File: src/logic/reset_strap_cfg.svh
`ifndef RESET_STRAP_CFG_SVH
`define RESET_STRAP_CFG_SVH

`define MODE_SERIAL_PERIPHERAL 1'b0
`define MODE_TWO_WIRE 1'b1
`define MODE_RESET_VALUE 1'b0
`define RATIO_BIT0_RESET_VALUE 1'b0
`define SYNC_STAGES 2

`endif

File: src/logic/reset_strap_pkg.sv
package reset_strap_pkg;
	typedef enum logic [2:0] {
		ST_HELD = 3'h1,
		ST_SERIAL = 3'h2,
		ST_TWO_WIRE = 3'h4
	} seq_state_t;
endpackage

File: src/logic/reset_and_strap_latch.sv
// Behaviour
// - Serial mode: low pin resets whole chip
// - Reset low returns registers to defaults
// - No serial communication during reset
// - Internal clocks gated off during reset
// - Pin reset equals power-on reset state except bias, which follows clock
// - Analog biases stay on with clock
// - Two-wire mode: pin is ratio bit0
// - Capture ratio bit0 on two-wire entry
// - Recapture ratio bit0 on watchdog reset
// - Sample mode input after any reset
// - Latched mode low serial, high two-wire
`include "reset_strap_cfg.svh"
`timescale 1ns/1ps
`default_nettype none
module reset_and_strap_latch (
	input wire logic i_clk,
	input wire logic i_rst,
	input wire logic i_reset_or_ratio_strap_pin,
	input wire logic i_mode_select,
	input wire logic i_watchdog_expired,
	input wire logic i_master_clock_present,
	output logic o_chip_reset,
	output logic o_comm_enable,
	output logic o_clock_enable,
	output logic o_analog_bias_enable,
	output logic o_two_wire_mode,
	output logic o_oversample_select_bit0
);
	// Registers and next values
	reset_strap_pkg::seq_state_t state_q;
	reset_strap_pkg::seq_state_t state_d;
	logic [`SYNC_STAGES-1:0] rel_sync_q;
	logic [`SYNC_STAGES-1:0] rel_sync_d;
	logic mode_q;
	logic mode_d;
	logic ratio_q;
	logic ratio_d;
	logic resample_q;
	logic resample_d;
	logic chip_reset_q;
	logic chip_reset_d;
	logic comm_q;
	logic comm_d;
	logic clk_en_q;
	logic clk_en_d;
	logic bias_q;
	logic bias_d;

	// Decode nets
	wire logic rst_release;
	wire logic pin_reset_req;
	wire logic held;
	wire logic enter_two_wire;
	wire logic wd_reset;
	wire logic capture_ratio;
	wire logic clear_ratio;

	// Mode strap decode
	function automatic logic is_two_wire(input logic mode);
		return mode == `MODE_TWO_WIRE;
	endfunction

	// Strap and reset decode
	assign rst_release = rel_sync_q[`SYNC_STAGES-1];
	assign pin_reset_req = !is_two_wire(mode_q) && !i_reset_or_ratio_strap_pin;
	assign held = !rst_release || pin_reset_req;
	assign enter_two_wire = resample_q && is_two_wire(i_mode_select);
	assign wd_reset = is_two_wire(mode_q) && i_watchdog_expired;
	assign capture_ratio = enter_two_wire || wd_reset;
	assign clear_ratio = held && !is_two_wire(mode_d);

	// Next values of the registers
	assign rel_sync_d = {rel_sync_q[`SYNC_STAGES-2:0], 1'b1};
	assign resample_d = held || wd_reset;
	assign chip_reset_d = held;
	assign comm_d = !held;
	assign clk_en_d = !held;
	assign bias_d = !held || i_master_clock_present;

	// Mode resampled every cycle resample_q is set: through each reset and one cycle after
	always_comb begin
		mode_d = mode_q;
		if (resample_q) begin
			mode_d = i_mode_select;
		end
	end

	// Ratio strap cleared in reset while mode_d is serial, else captured on two-wire entry or watchdog reset
	always_comb begin
		ratio_d = ratio_q;
		if (clear_ratio) begin
			ratio_d = `RATIO_BIT0_RESET_VALUE;
		end else if (capture_ratio) begin
			ratio_d = i_reset_or_ratio_strap_pin;
		end
	end

	// Async assert, clocked release of internal reset
	always_ff @(posedge i_clk or posedge i_rst) begin
		if (i_rst) begin
			rel_sync_q <= '0;
		end else begin
			rel_sync_q <= rel_sync_d;
		end
	end

	// Mode resample request
	always_ff @(posedge i_clk or posedge i_rst) begin
		if (i_rst) begin
			resample_q <= 1'b1;
		end else begin
			resample_q <= resample_d;
		end
	end

	// Interface sequencer
	always_comb begin
		case (state_q)
			reset_strap_pkg::ST_HELD: begin
				if (held) begin
					state_d = reset_strap_pkg::ST_HELD;
				end else if (mode_q == `MODE_TWO_WIRE) begin
					state_d = reset_strap_pkg::ST_TWO_WIRE;
				end else begin
					state_d = reset_strap_pkg::ST_SERIAL;
				end
			end
			reset_strap_pkg::ST_SERIAL: begin
				if (held || mode_q == `MODE_TWO_WIRE) begin
					state_d = reset_strap_pkg::ST_HELD;
				end else begin
					state_d = reset_strap_pkg::ST_SERIAL;
				end
			end
			reset_strap_pkg::ST_TWO_WIRE: begin
				if (!rst_release || mode_q == `MODE_SERIAL_PERIPHERAL) begin
					state_d = reset_strap_pkg::ST_HELD;
				end else begin
					state_d = reset_strap_pkg::ST_TWO_WIRE;
				end
			end
			default: begin
				state_d = reset_strap_pkg::ST_HELD;
			end
		endcase
	end

	// Sequencer state register
	always_ff @(posedge i_clk or posedge i_rst) begin
		if (i_rst) begin
			state_q <= reset_strap_pkg::ST_HELD;
		end else begin
			state_q <= state_d;
		end
	end

	// Latched interface mode
	always_ff @(posedge i_clk or posedge i_rst) begin
		if (i_rst) begin
			mode_q <= `MODE_RESET_VALUE;
		end else begin
			mode_q <= mode_d;
		end
	end

	// Latched ratio strap bit0
	always_ff @(posedge i_clk or posedge i_rst) begin
		if (i_rst) begin
			ratio_q <= `RATIO_BIT0_RESET_VALUE;
		end else begin
			ratio_q <= ratio_d;
		end
	end

	// Internal chip reset
	always_ff @(posedge i_clk or posedge i_rst) begin
		if (i_rst) begin
			chip_reset_q <= 1'b1;
		end else begin
			chip_reset_q <= chip_reset_d;
		end
	end

	// Serial communication enable
	always_ff @(posedge i_clk or posedge i_rst) begin
		if (i_rst) begin
			comm_q <= 1'b0;
		end else begin
			comm_q <= comm_d;
		end
	end

	// Internal clock distribution enable
	always_ff @(posedge i_clk or posedge i_rst) begin
		if (i_rst) begin
			clk_en_q <= 1'b0;
		end else begin
			clk_en_q <= clk_en_d;
		end
	end

	// Analog bias enable
	always_ff @(posedge i_clk or posedge i_rst) begin
		if (i_rst) begin
			bias_q <= 1'b0;
		end else begin
			bias_q <= bias_d;
		end
	end

	// Registered outputs
	assign o_chip_reset = chip_reset_q;
	assign o_comm_enable = comm_q;
	assign o_clock_enable = clk_en_q;
	assign o_analog_bias_enable = bias_q;
	assign o_two_wire_mode = mode_q;
	assign o_oversample_select_bit0 = ratio_q;
endmodule
`default_nettype wire

File: config.mk
export PLATFORM = sky130hd
export DESIGN_NAME = reset_and_strap_latch
export DESIGN_NICKNAME = d
export VERILOG_FILES = /design/src/logic/reset_strap_pkg.sv /design/src/logic/reset_and_strap_latch.sv
export VERILOG_INCLUDE_DIRS = /design/src /design/src/logic
export SDC_FILE = /design/constraint.sdc
export NUM_CORES = 1
export LEC_CHECK = 0
export BUFFER_PORTS_ARGS = -buffer_cell sky130_fd_sc_hd__buf_2
export CAP_MARGIN = 5
export CORE_AREA = 2 2 39 41
export CTS_BUF_LIST = sky130_fd_sc_hd__clkbuf_16
export DETAILED_ROUTE_END_ITERATION = 12
export DIE_AREA = 0 0 41 43
export GPL_TIMING_DRIVEN = 1
export SETUP_SLACK_MARGIN = 0.5
export SLEW_MARGIN = 20
export SYNTH_ARGS = -nofsm -noshare
export SYNTH_HDL_FRONTEND = slang
export SYNTH_SLANG_ARGS = --single-unit
export TNS_END_PERCENT = 50
File: constraint.sdc
create_clock -name i_clk -period 2.68 [get_ports i_clk]
set_input_delay 0.536 -clock i_clk [delete_from_list [all_inputs] [get_ports i_clk]]
set_output_delay 0.536 -clock i_clk [all_outputs]
set_load 0.1 [all_outputs]
==> metrics.cfg, run 1 <==
[clocking]
htree_levels=1
cts_max_path_buffers=2
clock-sinks=8
holdBufCountCts=0
cts_tree=done
post_cts_buffers=0
path_clk_slew_ps=30
cts_buffers=3
cts_resized=0
root_buffer=clkbuf_16
insertion_delay_ps=230

[global_routing]
grt_pass1_vias=173
grt_usage_pct=7.708
overflow=0
grt_start_max_net_pins=9
grt_first_pass_wirelength_um=759
antenna_found_initial=0

[sta]
hold_violations=0
fin_crit_ps=1678
period_share_pct=62.60
clock_skew_ps=0.2479
timing.hold.ws_ps=240.6
rsz0062_at_grt=no
slew_viol_final=0
clock.fmax_ghz=0.5961
setup_viol=0
fin_tns_setup_ps=0

[drt]
viasPerCell=3.960
postRouteAntennaNets=0
drtPass1Iterations=3
drt_wl_total_um=473
drt_iter0_markers=2
wl_per_cell_um=9.460
num_vias=198
drc=0

[placement]
dp_hpwl_um=339.5
port_buffers=11
routabilityCongestion=0.6012
placed_cell_area_sq_um=361.6

[yosys]
yosysUniqueCellTypes=12
synthCells=21
yosysTopAreaCellShare_pct=51.06
synth_most_common_cell=dfrtp_1
syn_area_sq_um=294.0
postSynthNetCount=27
avgSynthCellArea_sq_um=14.00
synthArstFlopShare_pct=100.0
synth_flop_cell=dfrtp_1
synth_area_leaders=dfrtp_1 (51%), dfstp_2 (18%), a221oi_2 (5.1%)
ys_ff_latch=8
yosys.area.top_type=dfrtp_1
seq_area_frac_synth_pct=68.94
synth_edf_count=0
ys_warn_count=0
synth.top_cells.by_count=dfrtp_1 (6), inv_1 (4), dfstp_2 (2)

[floorplanning]
core_region_area_sq_mm=0.001384
io_pins=12
fp.dieArea_sq_mm=0.001763
fp.dieW_um=41
rows=14
die_h_um=43
start_util_pct=21.25

[final_layout]
area_growth_pct=48.51
fin_nets=42
design_area_sq_um=436.7
drive_gt1_share_pct=52.94
diodes=0
fillerInstances=136

[power_and_ir_drop]
p_per_area_mw_per_mm2=1109
clkPwrFrac_pct=50.7
vdd_drop_max_mv=0.3385
p_leak_nw=0.2240
intPower_w=0.0003427
switchingPower_w=0.0001417
seqPwrFrac_pct=29.1
pwr-share-comb_pct=20.2
swShare_pct=29.25

[run]
maxCapViolCount=0

[min_path]
min_path_type=input port to async pin

[setup_path]
start_kind=flip-flop
path_cells=buf_2
crit_type=flip-flop to primary output
end_kind=primary output
crit_fanout=1
cp_top_family=flip-flops
crit_arrival_ps=1140
cp_data_required_time_ps=2140
cpPeakStageDelay_ps=500
r2r_setup_slack_ps=1650
critical_path.slowest_cell=dfstp_2
worst-path-buf-inv=1

[status]
status=finished clean

## state kept, by name, summed over array words and instances, names as in the netlist
name and flops:
o_oversample_select_bit0 1, resample_q 1, o_two_wire_mode 1, rel_sync_q 2, o_chip_reset 1, o_analog_bias_enable 1
o_clock_enable 1
## final cells by class
class	count	area [sq um]	share of cell area [%]
clock buffers	3	75.07	17.19
multi-input cells	8	68.82	15.76
flip-flops and latches	8	202.7	46.42
well taps	16	20.02	4.585
inverters	4	15.01	3.438
repair buffers	11	55.05	12.61
## layout by cell type (no fill, tap or decap)
master / Yosys / final
conb_1: 1 / 1
a221oi_2: 1 / 1
clkbuf_16: 0 / 3
a21o_1: 1 / 1
a221oi_1: 1 / 1
a22o_1: 1 / 1
buf_2: 0 / 11
dfstp_2: 2 / 2
inv_1: 4 / 4
mux2i_1: 1 / 1
nand2b_1: 1 / 1
dfrtp_1: 6 / 6
o21ai_2: 1 / 1
## through the flow
stage,utilization [%],power (W),setup slack (ps),std cells
CTS,31.56,0.0004928,995.6,50
finish,31.56,0.0004844,1002,50
floorplan,-,0.0002257,820.0,21
global placement,26.13,0.0002410,1245,47
detailed placement,26.13,0.0002409,1243,47
global route,31.56,0.0005051,961.6,50
## power by group through the flow
stage	sequential, W	clock [W]	combinational (W)
after floorplan	0.000199	0	0.0000264
after global placement	0.000142	0	0.0000985
after detailed placement	0.000142	0	0.0000987
after CTS	0.000141	0.000253	0.0000986
after global routing	0.000143	0.000260	0.000102
final	0.000141	0.000245	0.0000980
## logic make-up (layout without fill, tap and decap cells)
logic type	after synthesis	after routing	share of synthesized area, %
compound gates	5	5	16.60
buf+inv	5	18	7.659
flops	8	8	68.93
mux	1	1	3.404
other cells	1	1	1.275
simple gates	1	1	2.129
## per-layer routing
layer	share of wire (%)	global-route usage (%)	wire [um]	up-vias
li1	-	-	-	93
met1	44	8.970	207	89
met2	36	6.875	169	14
met3	16	7.853	74	2
met4	4.7	8.000	22	0
met5	0	0	0	-
## final timing paths
check | from | endpoint | depth (start not counted)
min in group i_clk | rel_sync_q[0]$_DFF_PP0_ | rel_sync_q[1]$_DFF_PP0_ | 0
hold / removal | i_rst | o_clock_enable$_DFF_PP0_ | 2
setup reg to reg | resample_q$_DFF_PP1_ | o_oversample_select_bit0$_DFFE_PP0P_ | 2
max in group asynchronous | i_rst | resample_q$_DFF_PP1_ | 2
setup / recovery | o_chip_reset$_DFF_PP1_ | o_chip_reset | 1
hold reg to reg | rel_sync_q[0]$_DFF_PP0_ | rel_sync_q[1]$_DFF_PP0_ | 0
(Power assumes the default switching activity.)
==> run 2: changes to the inputs <==
Clock period 2.68 ns to 1.7 ns, I/O delays scaled along.
==> run 2 against run 1 <==
- clock power increased by 62%
- routed wire length increased by 12%
- flip-flop and latch count unchanged
- critical path type unchanged
- largest power group unchanged
- sequential share of layout area decreased by 5.9 points
- clock skew increased by 4.7 ps
- sequential power increased by 62%
- utilization increased by 6.1 points
==> metrics.cfg, run 2 (synthesis gave the netlist of run 1 again) <==
[setup_path]
cp_data_required_time_ps=1360  ; -780 ps
crit_fanout=1  ; unchanged
cp_top_family=flip-flops
cp.depth=1  ; unchanged
crit_arrival_ps=930  ; -210 ps
reg2reg_to=o_oversample_select_bit0$_DFFE_PP0P_
critical_path.slowest_cell=dfstp_2
endpoint=o_chip_reset
r2r_start=o_two_wire_mode$_DFF_PP0_
startpoint=o_chip_reset$_DFF_PP1_
worst-path-buf-inv=1  ; unchanged
r2r_cells=3  ; +1
end_kind=primary output
crit_type=flip-flop to primary output
path_cells=buf_12
cpPeakStageDelay_ps=530  ; +30 ps
r2r_setup_slack_ps=560  ; -1090 ps
start_kind=flip-flop

[drt]
drt_iter0_markers=2  ; unchanged
drt_wl_total_um=530  ; +12%
viasPerCell=3.923  ; -0.93%
drc=0  ; unchanged
num_vias=204  ; +3.0%
postRouteAntennaNets=0  ; unchanged
drtPass1Iterations=2  ; -1
wl_per_cell_um=10.19  ; +7.7%

[final_layout]
mostFrequentLayoutCells=inv_1 (5), buf_2 (5), buf_12 (4)
fin_nets=43  ; +2.4%
drive_gt1_share_pct=61.11  ; +8.2 points
largest_register_ffs=2  ; unchanged
diodes=0  ; unchanged
design_area_sq_um=521.8  ; +19%
instances_no_fill=52  ; +4.0%
post-route-util_pct=37.70  ; +6.1 points
area_growth_pct=77.45
fillerInstances=132  ; -2.9%
top_register=rel_sync_q

[sta]
worst_slack_ps=425.5  ; -576.9 ps
fin_crit_ps=1275
period_share_pct=74.97
slew_viol_final=0  ; unchanged
setup_viol=0  ; unchanged
clock_skew_ps=4.920  ; +4.672 ps
rsz0062_at_grt=yes
hold_violations=0  ; unchanged
fin_tns_setup_ps=0  ; unchanged
clock.fmax_ghz=0.7846

[power_and_ir_drop]
seqPwrFrac_pct=27.9  ; -1.2 points
pwr-share-comb_pct=23.5  ; +3.3 points
p_per_area_mw_per_mm2=1570  ; +42%
p_leak_nw=0.2538  ; +13%
vdd_drop_max_mv=0.6316  ; +87%
swShare_pct=29.10  ; -0.16 points
switchingPower_w=0.0002384  ; +68%
clkPwrFrac_pct=48.6  ; -2.1 points
intPower_w=0.0005810  ; +70%

[placement]
pre_cts_slack_ps=459.3  ; -784.0 ps
placedCellCount=47  ; unchanged
port_buffers=11  ; unchanged
routabilityCongestion=0.6296  ; +4.7%
dp_hpwl_um=376.7  ; +11%
placed_cell_area_sq_um=370.4  ; +2.4%

[floorplanning]
fp.dieW_um=41  ; unchanged
start_util_pct=21.25  ; unchanged
fp.dieArea_sq_mm=0.001763  ; unchanged
io_pins=12  ; unchanged
core_region_area_sq_mm=0.001384  ; unchanged
die_h_um=43  ; unchanged
rows=14  ; unchanged

[clocking]
root_buffer=clkbuf_16
htree_levels=1  ; unchanged
clock-sinks=8  ; unchanged
insertion_delay_ps=230  ; about the same
cts_buffers=3  ; unchanged
path_clk_slew_ps=40  ; about the same
cts_max_path_buffers=2  ; unchanged
cts_tree=done

[global_routing]
grt_usage_pct=8.089  ; +0.38 points
grt_start_max_net_pins=9  ; unchanged
overflow=0  ; unchanged
grt_pass1_vias=208  ; +20%
antenna_found_initial=0  ; unchanged
grt_first_pass_wirelength_um=855  ; +13%

[run]
maxCapViolCount=0  ; unchanged

[min_path]
min_path_type=input port to async pin

[status]
status=finished clean

-- run 2: changes by cell type in the layout (fill, tap and decap cells not counted) --
cell | before | now
dfrtp_1 | 6 | 3
buf_4 | 0 | 3
buf_2 | 11 | 5
dfrtp_4 | 0 | 2
buf_12 | 0 | 4
dfrtp_2 | 0 | 1
inv_1 | 4 | 5
-- run 2: how the worst min path moves through the flow --
stage | startpoint | to | cells after the start
final | i_rst | o_clock_enable$_DFF_PP0_ | 2
after global placement | i_rst | o_analog_bias_enable$_DFF_PP0_ | 2
after global routing | i_rst | o_clock_enable$_DFF_PP0_ | 2
after floorplan | i_rst | o_analog_bias_enable$_DFF_PP0_ | 1
after detailed placement | i_rst | o_clock_enable$_DFF_PP0_ | 2
after CTS | i_rst | o_clock_enable$_DFF_PP0_ | 2
-- run 2: area by class of cell --
cell class	instances	area [sq um]	share of cell area, %
Clock buffer	3	75.07	14.39
Sequential cell	8	211.5	40.53
Tap cell	16	20.02	3.837
Inverter	4	15.01	2.878
Multi-Input combinational cell	8	68.82	13.19
Timing Repair Buffer	12	127.6	24.46
Clock inverter	1	3.754	0.7194
-- run 2: metrics by stage --
step                      total power, W  hold slack (ps)
after floorplan                0.0003619            154.2
after global placement         0.0003836            288.5
after detailed placement       0.0003846            301.6
after CTS                      0.0008171            55.07
after global routing           0.0008508            85.59
final                          0.0008194            43.75
-- run 2: metal layers --
layer | wire length [um] | share of wire (%) | GRT usage [%]
met1 | 187 | 35 | 6.908
met2 | 285 | 54 | 11.88
met3 | 57 | 11 | 7.853
met4 | 0 | 0 | 4.000
met5 | 0 | 0 | 0
-- run 2: power by group through the flow --
stage | combinational, W | clock (W) | sequential [W]
2_1_floorplan | 0.0000427 | 0 | 0.000319
3_3_place_gp | 0.000156 | 0 | 0.000228
3_5_place_dp | 0.000156 | 0 | 0.000228
4_1_cts | 0.000184 | 0.000406 | 0.000227
5_1_grt | 0.000201 | 0.000419 | 0.000230
6_report | 0.000193 | 0.000398 | 0.000228
-- run 2: what timing repair did --
item / 4_1_cts / 5_1_grt
resized for setup: 13 / 5
endpoints found under the setup margin: 6 / 6
hold buffers: 0 / 0
setup buffers: 1 / 0
==> run 3: changes to the inputs <==
Clock period 1.7 ns to 1.2 ns, I/O delays scaled along.
==> run 3 against run 2 <==
- the flow now finishes with violations (negative hold slack)
- non-clock buffer count grew 2
- register-to-register slack lost 410 ps
- cell count grew 3.8%
- hold slack lost 100 ps
- utilization grew 5.9 points
- setup slack lost 400 ps
- flip-flop and latch count is the same
- power grew 50%
- routed wire length grew 13%
- die area is the same
- combinational power grew 71%
- clock skew shrank 1.2 ps
- largest power group unchanged
==> metrics.cfg, run 3 (synthesis gave the netlist of run 1 again) <==
[floorplanning]
fp.dieW_um=41  ; unchanged
core_region_area_sq_mm=0.001384  ; unchanged
rows=14  ; unchanged
die_h_um=43  ; unchanged
start_util_pct=21.25  ; unchanged
fp.dieArea_sq_mm=0.001763  ; unchanged
io_pins=12  ; unchanged

[setup_path]
cp_top_family=flip-flops
cp_data_required_time_ps=960  ; -400 ps
start_kind=flip-flop
r2r_cells=3  ; unchanged
end_kind=primary output
reg2reg_to=o_oversample_select_bit0$_DFFE_PP0P_
path_cells=buf_12
critical_path.slowest_cell=dfrtp_4
worst-path-buf-inv=1  ; unchanged
r2r_start=o_two_wire_mode$_DFF_PP0_
cpPeakStageDelay_ps=520  ; about the same
r2r_setup_slack_ps=150  ; -410 ps
crit_arrival_ps=930  ; about the same
crit_fanout=5  ; +4
crit_type=flip-flop to primary output

[status]
status=finished, violations left
violations=negative hold slack

[drt]
num_vias=212  ; +3.9%
viasPerCell=3.926  ; about the same
drt_iter0_markers=2  ; unchanged
postRouteAntennaNets=0  ; unchanged
wl_per_cell_um=11.06  ; +8.5%
drc=0  ; unchanged
drtPass1Iterations=2  ; unchanged
drt_wl_total_um=597  ; +13%

[final_layout]
mostFrequentLayoutCells=buf_12 (6), inv_1 (5), buf_2 (5)
layout_commonest_cell=buf_12
area_growth_pct=105.1
diodes=0  ; unchanged
top_register=rel_sync_q
drive_gt1_share_pct=68.42  ; +7.3 points
largest_register_ffs=2  ; unchanged
fillerInstances=124  ; -6.1%
fin_nets=45  ; +4.7%

[power_and_ir_drop]
power_w=0.001232  ; +50%
clkPwrFrac_pct=45.7  ; -2.9 points
p_leak_nw=0.2784  ; +9.7%
p_per_area_mw_per_mm2=2042  ; +30%
seqPwrFrac_pct=27.5  ; -0.4 points
swShare_pct=29.33  ; +0.23 points
switchingPower_w=0.0003612  ; +52%
pwr-share-comb_pct=26.8  ; +3.3 points
vdd_drop_max_mv=0.6752  ; +6.9%
intPower_w=0.0008703  ; +50%

[sta]
fin_tns_setup_ps=0  ; unchanged
clock_skew_ps=3.766  ; -1.155 ps
hold_violations=6  ; +6
rsz0062_at_grt=yes
period_share_pct=97.79
setup_viol=0  ; unchanged
slew_viol_final=0  ; unchanged
timing.hold.ws_ps=-59.03  ; -102.8 ps
clock.fmax_ghz=0.8521
fin_crit_ps=1174

[placement]
routabilityCongestion=0.6791  ; +7.9%
dp_hpwl_um=438.5  ; +16%
port_buffers=11  ; unchanged

[clocking]
insertion_delay_ps=230  ; about the same
htree_levels=1  ; unchanged
path_clk_slew_ps=40  ; about the same
root_buffer=clkbuf_16
cts_buffers=3  ; unchanged
cts_max_path_buffers=2  ; unchanged
clock-sinks=8  ; unchanged
cts_tree=done

[global_routing]
grt_usage_pct=8.952  ; +0.86 points
antenna_found_initial=0  ; unchanged
grt_first_pass_wirelength_um=993  ; +16%
grt_pass1_vias=226  ; +8.7%
grt_start_max_net_pins=9  ; unchanged
overflow=0  ; unchanged

[min_path]
min_path_type=input port to async pin

[run]
maxCapViolCount=0  ; unchanged

-- run 3: changes by cell type in the layout (fill, tap and decap cells not counted) --
cell,before,now
buf_12,4,6
a221oi_1,1,0
a221oi_4,0,1
buf_4,3,2
buf_6,0,1
mux2i_1,1,0
mux2i_4,0,1
o21ai_2,1,0
o21ai_4,0,1
-- run 3: power groups by stage --
stage                     Combinational [W]  Clock (W)  Sequential [W]
after floorplan                   0.0000625          0        0.000455
after global placement             0.000288          0        0.000338
after detailed placement           0.000289          0        0.000339
after CTS                          0.000317   0.000572        0.000334
after global routing               0.000342   0.000591        0.000342
final                              0.000330   0.000563        0.000339
-- run 3: per-layer routing --
layer	track usage (%)	up-vias	part of all wire, %
met5	0	-	0
met4	8.000	0	1.7
met3	3.141	2	2.8
met2	13.44	4	61
met1	9.060	105	35
li1	-	101	-
-- run 3: what timing repair did --
item / CTS / global route
hold endpoints to repair: 6 / 6
buffers inserted: 3 / 0
pin swaps: 1 / 1
resized for setup: 2 / 3
endpoints found under the setup margin: 12 / 12
-- run 3: how the worst max path moves through the flow --
| stage | start | slack [ps] | cells past startpoint | endpoint |
|---|---|---|---|---|
| finish | o_two_wire_mode$_DFF_PP0_ | 30 | 1 | o_two_wire_mode |
| global route | o_chip_reset$_DFF_PP1_ | 5 | 1 | o_chip_reset |
| CTS | o_chip_reset$_DFF_PP1_ | 20 | 1 | o_chip_reset |
| detailed placement | resample_q$_DFF_PP1_ | 130 | 2 | o_oversample_select_bit0$_DFFE_PP0P_ |
| global placement | resample_q$_DFF_PP1_ | 150 | 2 | o_oversample_select_bit0$_DFFE_PP0P_ |
| floorplan | o_two_wire_mode$_DFF_PP0_ | 70 | 2 | o_oversample_select_bit0$_DFFE_PP0P_ |
-- run 3: stage by stage --
stage,cells,setup WS [ps],utilization (%),instance area (sq um)
after floorplan,21,65.09,-,312.8
after global placement,47,152.2,33.73,466.7
after detailed placement,47,131.9,33.73,466.7
after CTS,54,22.05,41.59,575.6
after global routing,54,5.191,43.58,603.1
final,54,26.49,43.58,603.1
-- run 3: worst register-to-register path, cell delays in order, from the launching register on --
cell,delay [ps]
dfrtp_4,520
buf_6,140
a221oi_4,210
a221oi_2,50
-- run 3: layout make-up --
class | instances | area (sq um) | area share (%)
flip-flops and latches | 8 | 211.5 | 35.06
repair buffers | 14 | 171.4 | 28.42
multi-input cells | 8 | 106.4 | 17.63
clock buffers | 3 | 75.07 | 12.45
well taps | 16 | 20.02 | 3.320
inverters | 4 | 15.01 | 2.490
clock inverters | 1 | 3.754 | 0.6224
